[src/common/ulmac_pkg.sv]
// shared types and constants for the u-line maintenance and activation control block
package ulmac_pkg;
   // activation status nibble bit positions
   localparam int unsigned STAT_LINKUP_BIT = 3;
   localparam int unsigned STAT_SFS_BIT = 1;
   localparam int unsigned STAT_AIP_BIT = 0;
   // reset and activation control nibble bit positions
   localparam int unsigned SW_RESET_BIT = 3;
   localparam int unsigned ACT_REQ_BIT = 3;
   // m4 bit positions checked three times in trinal mode (act, dea, uoa)
   localparam logic [7:0] M4_TRINAL_MASK = 8'hE0;
   // reset values of the maintenance bytes
   localparam logic [7:0] M4_TX_RESET = 8'h77;
   localparam logic [7:0] M4_RX_RESET = 8'h7F;
   localparam logic [7:0] M56_RESET = 8'hFF;
   localparam logic [8:0] EOC_RESET = 9'h1FF;
   // gci frames per superframe
   localparam logic [6:0] FRAMES_PER_SF = 7'h60;
   // eoc message field for the loopback command handled in automatic mode
   localparam logic [7:0] EOC_CMD_LOOPBACK = 8'h50;
   localparam logic [7:0] EOC_CMD_RETURN_NORMAL = 8'hFF;

   typedef enum logic [2:0] {
      ULMAC_RESET, ULMAC_PENDING, ULMAC_SYNC, ULMAC_TRANSPARENT, ULMAC_NORMAL, ULMAC_TEARDOWN
   } ulmac_act_state_t;

   typedef struct packed {
      logic [3:0] nibble;
      logic write;
   } ulmac_nib_wr_t;

   typedef struct packed {
      logic linkup;
      logic superframe_sync_flag;
      logic frame_tick;
      logic crc_err_far;
      logic crc_err_near;
      logic m_valid;
      logic [7:0] m4_rx;
      logic [7:0] m56_rx;
      logic eoc_valid;
      logic [8:0] eoc_rx;
   } ulmac_line_in_t;
endpackage

[src/logic/ulmac_ctl.sv]
// maintenance channel access and activation control for the u-line transceiver
`timescale 1ns/1ps
module ulmac_ctl (
   input wire logic ref_clk,
   input wire logic rst_b,
   input wire ulmac_pkg::ulmac_nib_wr_t reset_ctl_wr,
   input wire ulmac_pkg::ulmac_nib_wr_t act_ctl_wr,
   input wire logic m4_tx_wr,
   input wire logic m56_tx_wr,
   input wire logic eoc_wr,
   input wire logic [8:0] wr_data,
   input wire logic fe_clear,
   input wire logic ne_clear,
   input wire logic auto_eoc_mode,
   input wire logic m4_trinal_mode,
   input wire logic gci_master,
   input wire logic line_signal,
   input wire ulmac_pkg::ulmac_line_in_t line_in,
   output logic [3:0] activation_status_nibble,
   output logic [7:0] m4_transmit_byte,
   output logic [7:0] m4_receive_byte,
   output logic [7:0] m56_transmit_byte,
   output logic [7:0] m56_receive_byte,
   output logic [8:0] embedded_ops_register,
   output logic [8:0] eoc_tx,
   output logic [7:0] far_end_error_counter,
   output logic [7:0] near_end_error_counter,
   output logic warm_start_enable,
   output logic soft_reset,
   output logic loopback_active,
   output logic frame_sync_pulse
);
   typedef struct packed {
      ulmac_pkg::ulmac_act_state_t state;
      logic soft_reset;
      logic act_req;
      logic warm_start;
      logic [3:0] status;
      logic [7:0] m4_tx;
      logic [7:0] m56_tx;
      logic [8:0] eoc_tx;
      logic [8:0] eoc_rx;
      logic [7:0] fe_cnt;
      logic [7:0] ne_cnt;
      logic loopback;
      logic [6:0] frame_cnt;
      logic fsync;
      logic [7:0] m4_rx;
      logic [7:0] m56_rx;
      logic [2:0] sig_sync;
      logic sig_acc;
   } ulmac_ctl_st_t;

   logic [1:0] rst_pipe;
   logic rst_sync_b;
   ulmac_ctl_st_t st;
   ulmac_ctl_st_t next_st;
   logic [7:0] m4_qual;
   logic [8:0] eoc_qual;
   logic sig_ok;

   // two-stage reset release
   always_ff @(posedge ref_clk or negedge rst_b) begin
      if (!rst_b) begin
         rst_pipe <= 2'h0;
      end else begin
         rst_pipe <= {rst_pipe[0], 1'b1};
      end
   end
   assign rst_sync_b = rst_pipe[1];

   ulmac_trinal #(.W(8)) u_m4_check (
      .ref_clk(ref_clk),
      .rst_sync_b(rst_sync_b),
      .sample(line_in.m_valid),
      .raw(line_in.m4_rx),
      .mask3(m4_trinal_mode ? ulmac_pkg::M4_TRINAL_MASK : 8'h00),
      .reset_val(ulmac_pkg::M4_RX_RESET),
      .held(m4_qual)
   );

   ulmac_trinal #(.W(9)) u_eoc_check (
      .ref_clk(ref_clk),
      .rst_sync_b(rst_sync_b),
      .sample(line_in.eoc_valid),
      .raw(line_in.eoc_rx),
      .mask3(9'h1FF),
      .reset_val(ulmac_pkg::EOC_RESET),
      .held(eoc_qual)
   );

   function automatic logic [7:0] sat_inc(input logic [7:0] v, input logic hit);
      sat_inc = (hit && v != 8'hFF) ? v + 8'h01 : v;
   endfunction

   // line signal pin: accepted once stages two and three agree
   assign sig_ok = st.sig_acc;

   always_comb begin
      next_st = st;
      next_st.sig_sync = {st.sig_sync[1:0], line_signal};
      // one stray sample between stages two and three is never taken
      if (st.sig_sync[1] == st.sig_sync[2]) begin
         next_st.sig_acc = st.sig_sync[2];
      end
      next_st.fsync = 1'b0;
      if (reset_ctl_wr.write) begin
         next_st.soft_reset = reset_ctl_wr.nibble[ulmac_pkg::SW_RESET_BIT];
      end
      if (act_ctl_wr.write) begin
         next_st.act_req = act_ctl_wr.nibble[ulmac_pkg::ACT_REQ_BIT];
      end
      if (m4_tx_wr) begin
         next_st.m4_tx = wr_data[7:0];
      end
      if (m56_tx_wr) begin
         next_st.m56_tx = wr_data[7:0];
      end
      next_st.m4_rx = m4_qual;
      if (line_in.m_valid) begin
         next_st.m56_rx = line_in.m56_rx;
      end
      if (eoc_wr) begin
         next_st.eoc_tx = wr_data;
      end
      next_st.eoc_rx = eoc_qual;
      if (auto_eoc_mode && eoc_qual != st.eoc_rx) begin
         next_st.eoc_tx = eoc_qual;
         if (eoc_qual[7:0] == ulmac_pkg::EOC_CMD_LOOPBACK) begin
            next_st.loopback = 1'b1;
         end else if (eoc_qual[7:0] == ulmac_pkg::EOC_CMD_RETURN_NORMAL) begin
            next_st.loopback = 1'b0;
         end
      end
      if (fe_clear) begin
         next_st.fe_cnt = 8'h00;
      end else begin
         next_st.fe_cnt = sat_inc(st.fe_cnt, line_in.crc_err_far);
      end
      if (ne_clear) begin
         next_st.ne_cnt = 8'h00;
      end else begin
         next_st.ne_cnt = sat_inc(st.ne_cnt, line_in.crc_err_near);
      end
      if (line_in.frame_tick) begin
         if (st.frame_cnt == ulmac_pkg::FRAMES_PER_SF - 7'h01) begin
            next_st.frame_cnt = 7'h00;
            next_st.fsync = gci_master;
         end else begin
            next_st.frame_cnt = st.frame_cnt + 7'h01;
         end
      end
      case (st.state)
         ulmac_pkg::ULMAC_RESET: begin
            next_st.status = 4'h0;
            if (st.act_req || sig_ok) begin
               next_st.state = ulmac_pkg::ULMAC_PENDING;
            end
         end
         ulmac_pkg::ULMAC_PENDING: begin
            next_st.status[ulmac_pkg::STAT_AIP_BIT] = 1'b1;
            if (line_in.linkup) begin
               next_st.state = ulmac_pkg::ULMAC_SYNC;
            end else if (!sig_ok && !st.act_req) begin
               next_st.state = ulmac_pkg::ULMAC_TEARDOWN;
            end
         end
         ulmac_pkg::ULMAC_SYNC: begin
            next_st.status[ulmac_pkg::STAT_LINKUP_BIT] = 1'b1;
            next_st.status[ulmac_pkg::STAT_SFS_BIT] = line_in.superframe_sync_flag;
            if (!sig_ok) begin
               next_st.state = ulmac_pkg::ULMAC_TEARDOWN;
            end else if (line_in.superframe_sync_flag) begin
               next_st.state = ulmac_pkg::ULMAC_TRANSPARENT;
            end
         end
         ulmac_pkg::ULMAC_TRANSPARENT, ulmac_pkg::ULMAC_NORMAL: begin
            next_st.status[ulmac_pkg::STAT_SFS_BIT] = line_in.superframe_sync_flag;
            if (!sig_ok) begin
               next_st.state = ulmac_pkg::ULMAC_TEARDOWN;
            end else if (!line_in.superframe_sync_flag) begin
               next_st.state = ulmac_pkg::ULMAC_SYNC;
            end else if (m4_qual[7]) begin
               next_st.state = ulmac_pkg::ULMAC_NORMAL;
            end
         end
         ulmac_pkg::ULMAC_TEARDOWN: begin
            next_st.status = 4'h0;
            next_st.state = ulmac_pkg::ULMAC_RESET;
         end
         default: begin
            next_st.state = ulmac_pkg::ULMAC_RESET;
         end
      endcase
      if (next_st.state != st.state) begin
         next_st.warm_start = (next_st.state == ulmac_pkg::ULMAC_TEARDOWN) &&
            (st.state inside {ulmac_pkg::ULMAC_PENDING, ulmac_pkg::ULMAC_SYNC,
                              ulmac_pkg::ULMAC_TRANSPARENT, ulmac_pkg::ULMAC_NORMAL});
      end
      // software reset forces the machine back while leaving host bytes and counters
      if (st.soft_reset) begin
         next_st.state = ulmac_pkg::ULMAC_RESET;
         next_st.status = 4'h0;
         next_st.warm_start = 1'b0;
         next_st.loopback = 1'b0;
      end
   end

   always_ff @(posedge ref_clk or negedge rst_sync_b) begin
      if (!rst_sync_b) begin
         st <= '0;
         st.state <= ulmac_pkg::ULMAC_RESET;
         st.m4_tx <= ulmac_pkg::M4_TX_RESET;
         st.m56_tx <= ulmac_pkg::M56_RESET;
         st.eoc_tx <= ulmac_pkg::EOC_RESET;
         st.eoc_rx <= ulmac_pkg::EOC_RESET;
         st.m4_rx <= ulmac_pkg::M4_RX_RESET;
         st.m56_rx <= ulmac_pkg::M56_RESET;
      end else begin
         st <= next_st;
      end
   end

   assign activation_status_nibble = st.status;
   assign m4_transmit_byte = st.m4_tx;
   assign m4_receive_byte = st.m4_rx;
   assign m56_transmit_byte = st.m56_tx;
   assign m56_receive_byte = st.m56_rx;
   assign embedded_ops_register = st.eoc_rx;
   assign eoc_tx = st.eoc_tx;
   assign far_end_error_counter = st.fe_cnt;
   assign near_end_error_counter = st.ne_cnt;
   assign warm_start_enable = st.warm_start;
   assign soft_reset = st.soft_reset;
   assign loopback_active = st.loopback;
   assign frame_sync_pulse = st.fsync;
endmodule

[src/logic/ulmac_trinal.sv]
// qualifier for received m4 and eoc words: three in a row on mask3 bits, two in a row on the others
`timescale 1ns/1ps
module ulmac_trinal #(
   parameter int unsigned W = 8
) (
   input wire logic ref_clk,
   input wire logic rst_sync_b,
   input wire logic sample,
   input wire logic [W-1:0] raw,
   input wire logic [W-1:0] mask3,
   input wire logic [W-1:0] reset_val,
   output logic [W-1:0] held
);
   typedef struct packed {
      logic primed;
      logic [W-1:0] last;
      logic [W-1:0] prev;
      logic [W-1:0] held;
   } ulmac_tri_st_t;

   ulmac_tri_st_t st;
   ulmac_tri_st_t next_st;
   logic [W-1:0] same3;
   logic [W-1:0] same2;

   always_comb begin
      next_st = st;
      same3 = ~(raw ^ st.last) & ~(st.last ^ st.prev);
      same2 = ~(raw ^ st.last);
      next_st.primed = 1'b1;
      // history starts at the reset value so cleared flops never pass as samples
      if (!st.primed) begin
         next_st.last = reset_val;
         next_st.prev = reset_val;
         next_st.held = reset_val;
      end else if (sample) begin
         next_st.prev = st.last;
         next_st.last = raw;
         for (int i = 0; i < W; i++) begin
            if (mask3[i] ? same3[i] : same2[i]) begin
               next_st.held[i] = raw[i];
            end
         end
      end
   end

   always_ff @(posedge ref_clk or negedge rst_sync_b) begin
      if (!rst_sync_b) begin
         st <= '0;
      end else begin
         st <= next_st;
      end
   end

   // reset value loaded by logic so the async reset branch stays constant
   assign held = st.primed ? st.held : reset_val;
endmodule

[config.mk]
export PLATFORM = sky130hd
export DESIGN_NAME = ulmac_ctl
export DESIGN_NICKNAME = d
export VERILOG_FILES = /design/src/common/ulmac_pkg.sv /design/src/logic/ulmac_ctl.sv /design/src/logic/ulmac_trinal.sv
export SDC_FILE = /design/constraint.sdc
export NUM_CORES = 1
export LEC_CHECK = 0
export BUFFER_PORTS_ARGS = -buffer_cell sky130_fd_sc_hd__clkbuf_2
export CAP_MARGIN = 20
export CORE_MARGIN = 8
export CORE_UTILIZATION = 60
export DETAILED_ROUTE_END_ITERATION = 10
export MAX_ROUTING_LAYER = met4
export PLACE_DENSITY_LB_ADDON = 0.2
export SLEW_MARGIN = 30
export SYNTH_ARGS = -nofsm -noshare
export SYNTH_HDL_FRONTEND = slang
export SYNTH_SLANG_ARGS = --single-unit
[constraint.sdc]
create_clock -name ref_clk -period 9.34 [get_ports ref_clk]
set_clock_uncertainty 0.2 [all_clocks]
set_input_delay 0 -clock ref_clk [delete_from_list [all_inputs] [get_ports ref_clk]]
set_output_delay 0 -clock ref_clk [all_outputs]
set_load 0.02 [all_outputs]
# Word level (Yosys, flattened, before mapping)
# Cells that the tools add are included.
# classes
eq_ne	33
n_addsub	3
bitwise_logic	10
n_reduce_logical	41
n_mux	61
# ops
cell	n
$mux W27	2
$mux W24	2
$mux W8	6
$ne A2 B2 Y1 const B	19
$reduce_and A2 Y1	18
$mux W1	33
$mux W3	9
$mux W9	3
$not A9 Y9	2
$xor A9 B9 Y9	2
$add A8 B1 Y8 const B	2
$ne A8 B8 Y1 const B	2
$not A8 Y8	2
$xor A8 B8 Y8	2
$pmux W3 S4	1
$reduce_bool A2 Y1	6
$reduce_bool A3 Y1	4
$and A9 B9 Y9	1
$eq A3 B3 Y1 const B	3
$ne A9 B9 Y1	1
$and A8 B8 Y8	1
$eq A8 B7 Y1 const B	1
$eq A8 B8 Y1 const B	1
$add A7 B1 Y7 const B	1
other kinds (15)	24
# word_totals
regBits	143
in_bits	62

# Depth between registers and ports, before layout
# depth
word_depth	9
mapped_depth	8

# Hierarchy
# Synthesis repeated with hierarchy kept, for this count alone.
# unflattened
hier_cells	653
hier_area_um2	7259.5
# modules_own_cells
module	instances	seq_area_each_um2	cells_per_inst	area_per_inst_um2
ulmac_ctl	1	2311.0	373	4385.5
ulmac_trinal at u_eoc_check	1	700.7	148	1535.2
ulmac_trinal at u_m4_check	1	625.6	132	1338.8

# Worst setup path before layout
# No wires, ideal clock.
# synth_timing
kind	register to register
startpoint	register st, in the netlist embedded_ops_register[4]
endpoint	register, netlist name eoc_tx[8]
period_less_slack_ns	2.002
n_path_buf	1
slack_ns	7.338
arrival_ns	1.720
setup_time_ns	0.082
path_stages_with_launch	7
required_time_ns	9.058
path_cell_list	dfstp_2 > xor2_1 > nor3_1 > o32a_1 > a31oi_1 > buf_6 > mux2_4
# synth_via
elab_chain_cells	3
# synth_lines
item	line	text
from (decl)	ulmac_ctl.sv:56	ulmac_ctl_st_t st;
from (signal assigned)	ulmac_ctl.sv:220	st <= next_st;
$ne A9 B9 Y1 *	ulmac_ctl.sv:127	if (auto_eoc_mode && eoc_qual != st.eoc_rx) begin
$logic_and A1 B1 Y1 *	ulmac_ctl.sv:127	
$mux W9 / $reduce_bool A2 Y1 (equally long branches)	--	
# Every way passes the cells marked *; elsewhere a longest branch is shown, timed or not.
# A chain may end at the register's enable or synchronous reset.

# Final worst setup path
# layout_timing
startpoint	register u_eoc_check.st[27] (netlist bit)
endpoint	register, netlist name eoc_tx[0]
# layout_via
elab_chain_cells	4
# layout_lines
item	line	text
from (decl)	ulmac_trinal.sv:21	ulmac_tri_st_t st;
from (signal assigned)	ulmac_trinal.sv:51	st <= next_st;
$mux W9 *	ulmac_trinal.sv:56	assign held = st.primed ? st.held : reset_val;
$ne A9 B9 Y1	ulmac_ctl.sv:127	
$logic_and A1 B1 Y1	ulmac_ctl.sv:127	
$mux W9 / $reduce_bool A2 Y1 (equally long branches)	--	
# Marked as above.

==> flow_summary.json <==
{
  "worstMarginPinSlew_ns": 0.872,
  "start_util_pct": 61.7,
  "most_numerous_cell_in_the_yosys_netlist": "dfrtp_1",
  "routedWlPerCell_um": 15.9,
  "period_share_pct": 33.2,
  "synthesis.yosys.warnings": 0,
  "ys_async_sr_fraction_pct": 100,
  "final_net_count": 804,
  "route.antenna.remaining_nets": 0,
  "maxCapViolations": 0,
  "cts_resized": 0,
  "placement_rows": 38,
  "holdPathEnd": "m56_receive_byte[7]$_DFFE_PN1P_",
  "synth_enable_flop_cells": 0,
  "die_height_um": 122,
  "ff2ff_setup_slack_ns": 6.24,
  "rsz0062_at_grt": "false",
  "grt_util_all_layers_pct": 20.9,
  "dp_hpwl_um": 9200,
  "setup_total_negative_slack_ns": 0,
  "worst_hold_startpoint": "line_in[17]",
  "vias_per_cell": 5.36,
  "area_delta_synth_final_pct": 21.0,
  "antenna_found_initial": 0,
  "number_of_optimization_iterations_in_the_first_detailed_route_pass": 4,
  "routabilityCongestion": 0.815,
  "synth_top_flop_cell": "dfrtp_1",
  "endpoint_kind": "flip-flop",
  "cts_tree": "yes",
  "clock-root-buffer": "clkbuf_8",
  "vias": 4775,
  "max-clock-path-buffers": 2,
  "final_max_tran_viols": 0,
  "ir_worst_vdd_mv": 0.121,
  "final_period_minus_worst_setup_slack_ns": 3.10,
  "fp.coreArea_um2": 10900,
  "layoutNonFillerInstCount": 891,
  "yosys-top-cells-area": "dfrtp_1 34%, dfstp_2 18%, buf_4 7.9%",
  "status": "finished, final reports clean",
  "holdPathStages": 3,
  "worst_slew_margin_rel_pct": 41.8,
  "grt_start_max_net_pins": 73,
  "yosysTopAreaCell": "dfrtp_1",
  "fp.dieArea_um2": 14800,
  "arrival_ns": 3.37,
  "critPathRequiredTime_ns": 9.60,
  "cp_slowest_cell": "dfrtp_4",
  "power.density_nw_per_um2": 186,
  "syn_area_um2": 6720,
  "final-hold-violation-count": 0,
  "r2r-end": "eoc_tx[0]$_DFFE_PN1P_",
  "timing.fmax_ghz": 0.322,
  "totalPowerFinal_mw": 1.52,
  "placement.setup.worst_slack_ns": 6.70,
  "num_antenna_cells": 0,
  "worst-r2r-cell-count": 7,
  "synth_top_cells_by_count": "90 x dfrtp_1, 71 x buf_4, 49 x nand2_1",
  "number_of_standard_cells_after_synthesis": 619,
  "cts_made_buffers": 17,
  "io_buffers": 128,
  "startpoint_type": "flip-flop",
  "die_x_um": 122,
  "post-place-cells": 795,
  "grt_first_pass_wirelength_um": 24200,
  "finalSetupViolCount": 0,
  "number_of_global_route_vias_before_repair": 5030,
  "detail_route.wirelength_um": 14200,
  "layout-drive-gt1-share_pct": 32.4,
  "post-route-worst-setup-slack_ns": 6.24,
  "clkSlewWorstSetupHoldPaths_ns": 0.06,
  "hp-class": "primary input to flip-flop",
  "cts.sinks": 137,
  "drt_first_iter_violations": 415,
  "ys_types": 55,
  "worstPathMaxFanout": 72,
  "synth_seq_area_share_pct": 51.9,
  "worstReg2RegStart": "u_eoc_check.st[27]$_DFF_PN0_",
  "final_global_route_overflow_total": 0,
  "worst_skew_pair.late_latency_ns": 0.53,
  "whs_ns": 0.0498,
  "drt_drc_violations_left": 0,
  "critical_path_start_end_classification": "flip-flop to flip-flop",
  "cts-htree-levels": 4,
  "post_synth.cell_area_avg_um2": 10.9,
  "io-pin-count": 136,
  "post-cts-setup-buffer-count": 0,
  "cellLeakagePower_nw": 3.58,
  "critical_path.cell_chain": "inv_1 > and3_1 > o32a_1 > a31oi_1 > buf_4 > mux2i_1 > dlygate4sd3_1",
  "fill_cells": 771,
  "cp_slowest_stage_delay_ns": 0.85,
  "postSynthRegisterBits": 137,
  "synth_top_area_share_pct": 33.5
}
final cells by class:
| class | count | area (um^2) | area share, % |
|---|---|---|---|
| flip-flops and latches | 137 | 3490 | 43.0 |
| multi-input cells | 368 | 2530 | 31.1 |
| repair buffers | 196 | 1330 | 16.3 |
| clock buffers | 28 | 495 | 6.09 |
| well taps | 140 | 175 | 2.15 |
| inverters | 19 | 71.3 | 0.877 |
| clock inverters | 3 | 40.0 | 0.492 |
through the flow:
stage	instance area (um^2)	util [%]
global route	8130	74.7
floorplan	6730	-
CTS	8130	74.7
detailed placement	6950	63.8
finish	8130	74.7
global placement	6920	63.6
worst max path at each step:
| stage | slack, ns | endpoint | start |
|---|---|---|---|
| 2_1_floorplan | 5.12 | activation_status_nibble[0]$_DFFE_PN0P_ | rst_pipe[1]$_DFF_PN0_ |
| 3_3_place_gp | 6.40 | eoc_tx[8]$_DFFE_PN1P_ | u_eoc_check.st[27]$_DFF_PN0_ |
| 3_5_place_dp | 6.70 | eoc_tx[8]$_DFFE_PN1P_ | u_eoc_check.st[27]$_DFF_PN0_ |
| 4_1_cts | 6.28 | eoc_tx[0]$_DFFE_PN1P_ | u_eoc_check.st[27]$_DFF_PN0_ |
| 5_1_grt | 6.02 | eoc_tx[0]$_DFFE_PN1P_ | u_eoc_check.st[27]$_DFF_PN0_ |
| 6_report | 6.24 | eoc_tx[0]$_DFFE_PN1P_ | u_eoc_check.st[27]$_DFF_PN0_ |
worst max-delay path: cells and delay by family, from the launching register on:
kind / cells / cell delay [ns]
muxes: 1 / 0.23
DFF: 1 / 0.85
AOI/OAI and AO/OA: 2 / 0.49
buffers and inverters: 3 / 1.06
and+or+nand+nor: 1 / 0.21
flip-flops by register name (all words and copies together) (netlist names):
register / flops
st: 12
near_end_error_counter: 8
m56_transmit_byte: 8
far_end_error_counter: 8
u_m4_check.st: 19
embedded_ops_register: 9
frame_sync_pulse: 1
rst_pipe: 2
m4_transmit_byte: 8
m4_receive_byte: 8
warm_start_enable: 1
sig_ok: 1
next_st: 2
loopback_active: 1
u_eoc_check.st: 28
soft_reset: 1
m56_receive_byte: 8
eoc_tx: 9
activation_status_nibble: 3
routing by layer:
layer,GRT usage [%],wire length (um)
met5,-,0
met3,5.46,745
met4,8.17,260
met2,33.7,7090
met1,24.7,6100
layout by cell type, fill, tap and decap left out, types with 5 or more instances in the layout:
master,count
a21oi_1,32
a31oi_1,12
and2b_1,5
and3_1,8
clkbuf_1,7
clkbuf_16,16
clkbuf_2,128
clkbuf_8,5
dfrtp_1,88
dfstp_2,47
dlygate4sd3_1,65
inv_1,18
mux2_2,27
mux2i_1,47
nand2_1,49
nand2b_1,17
nand3_1,8
nand4_1,9
nor2_1,34
nor2b_1,7
nor3b_1,5
o21ai_0,23
or3b_2,6
xnor2_1,5
xor2_1,17
repair_timing:
item                       4_1_cts  5_1_grt
setup endpoints to repair        0        0
hold endpoints to repair       102        0
hold buffers                    65        0
power breakdown:
part	switching (mW)	internal (mW)	total (mW)	leakage (nW)
combinational	0.108	0.0987	0.207	1.81
sequential	0.0502	0.650	0.700	1.50
clock	0.229	0.379	0.609	0.263
total	0.388	1.13	1.52	3.58
logic make-up (layout without fill, tap and decap cells):
logic type	after synthesis	after routing	synth area share, %
XOR/XNOR	22	22	2.87
multiplexers	75	75	11.7
other	2	3	0.112
flip-flops	137	137	51.9
AO/OA/AOI/OAI	98	98	9.25
buffers and inverters	115	246	10.5
AND/OR/NAND/NOR	166	166	12.9
adder cells (fa/ha/maj)	4	4	0.707
(Power assumes the default switching activity.)
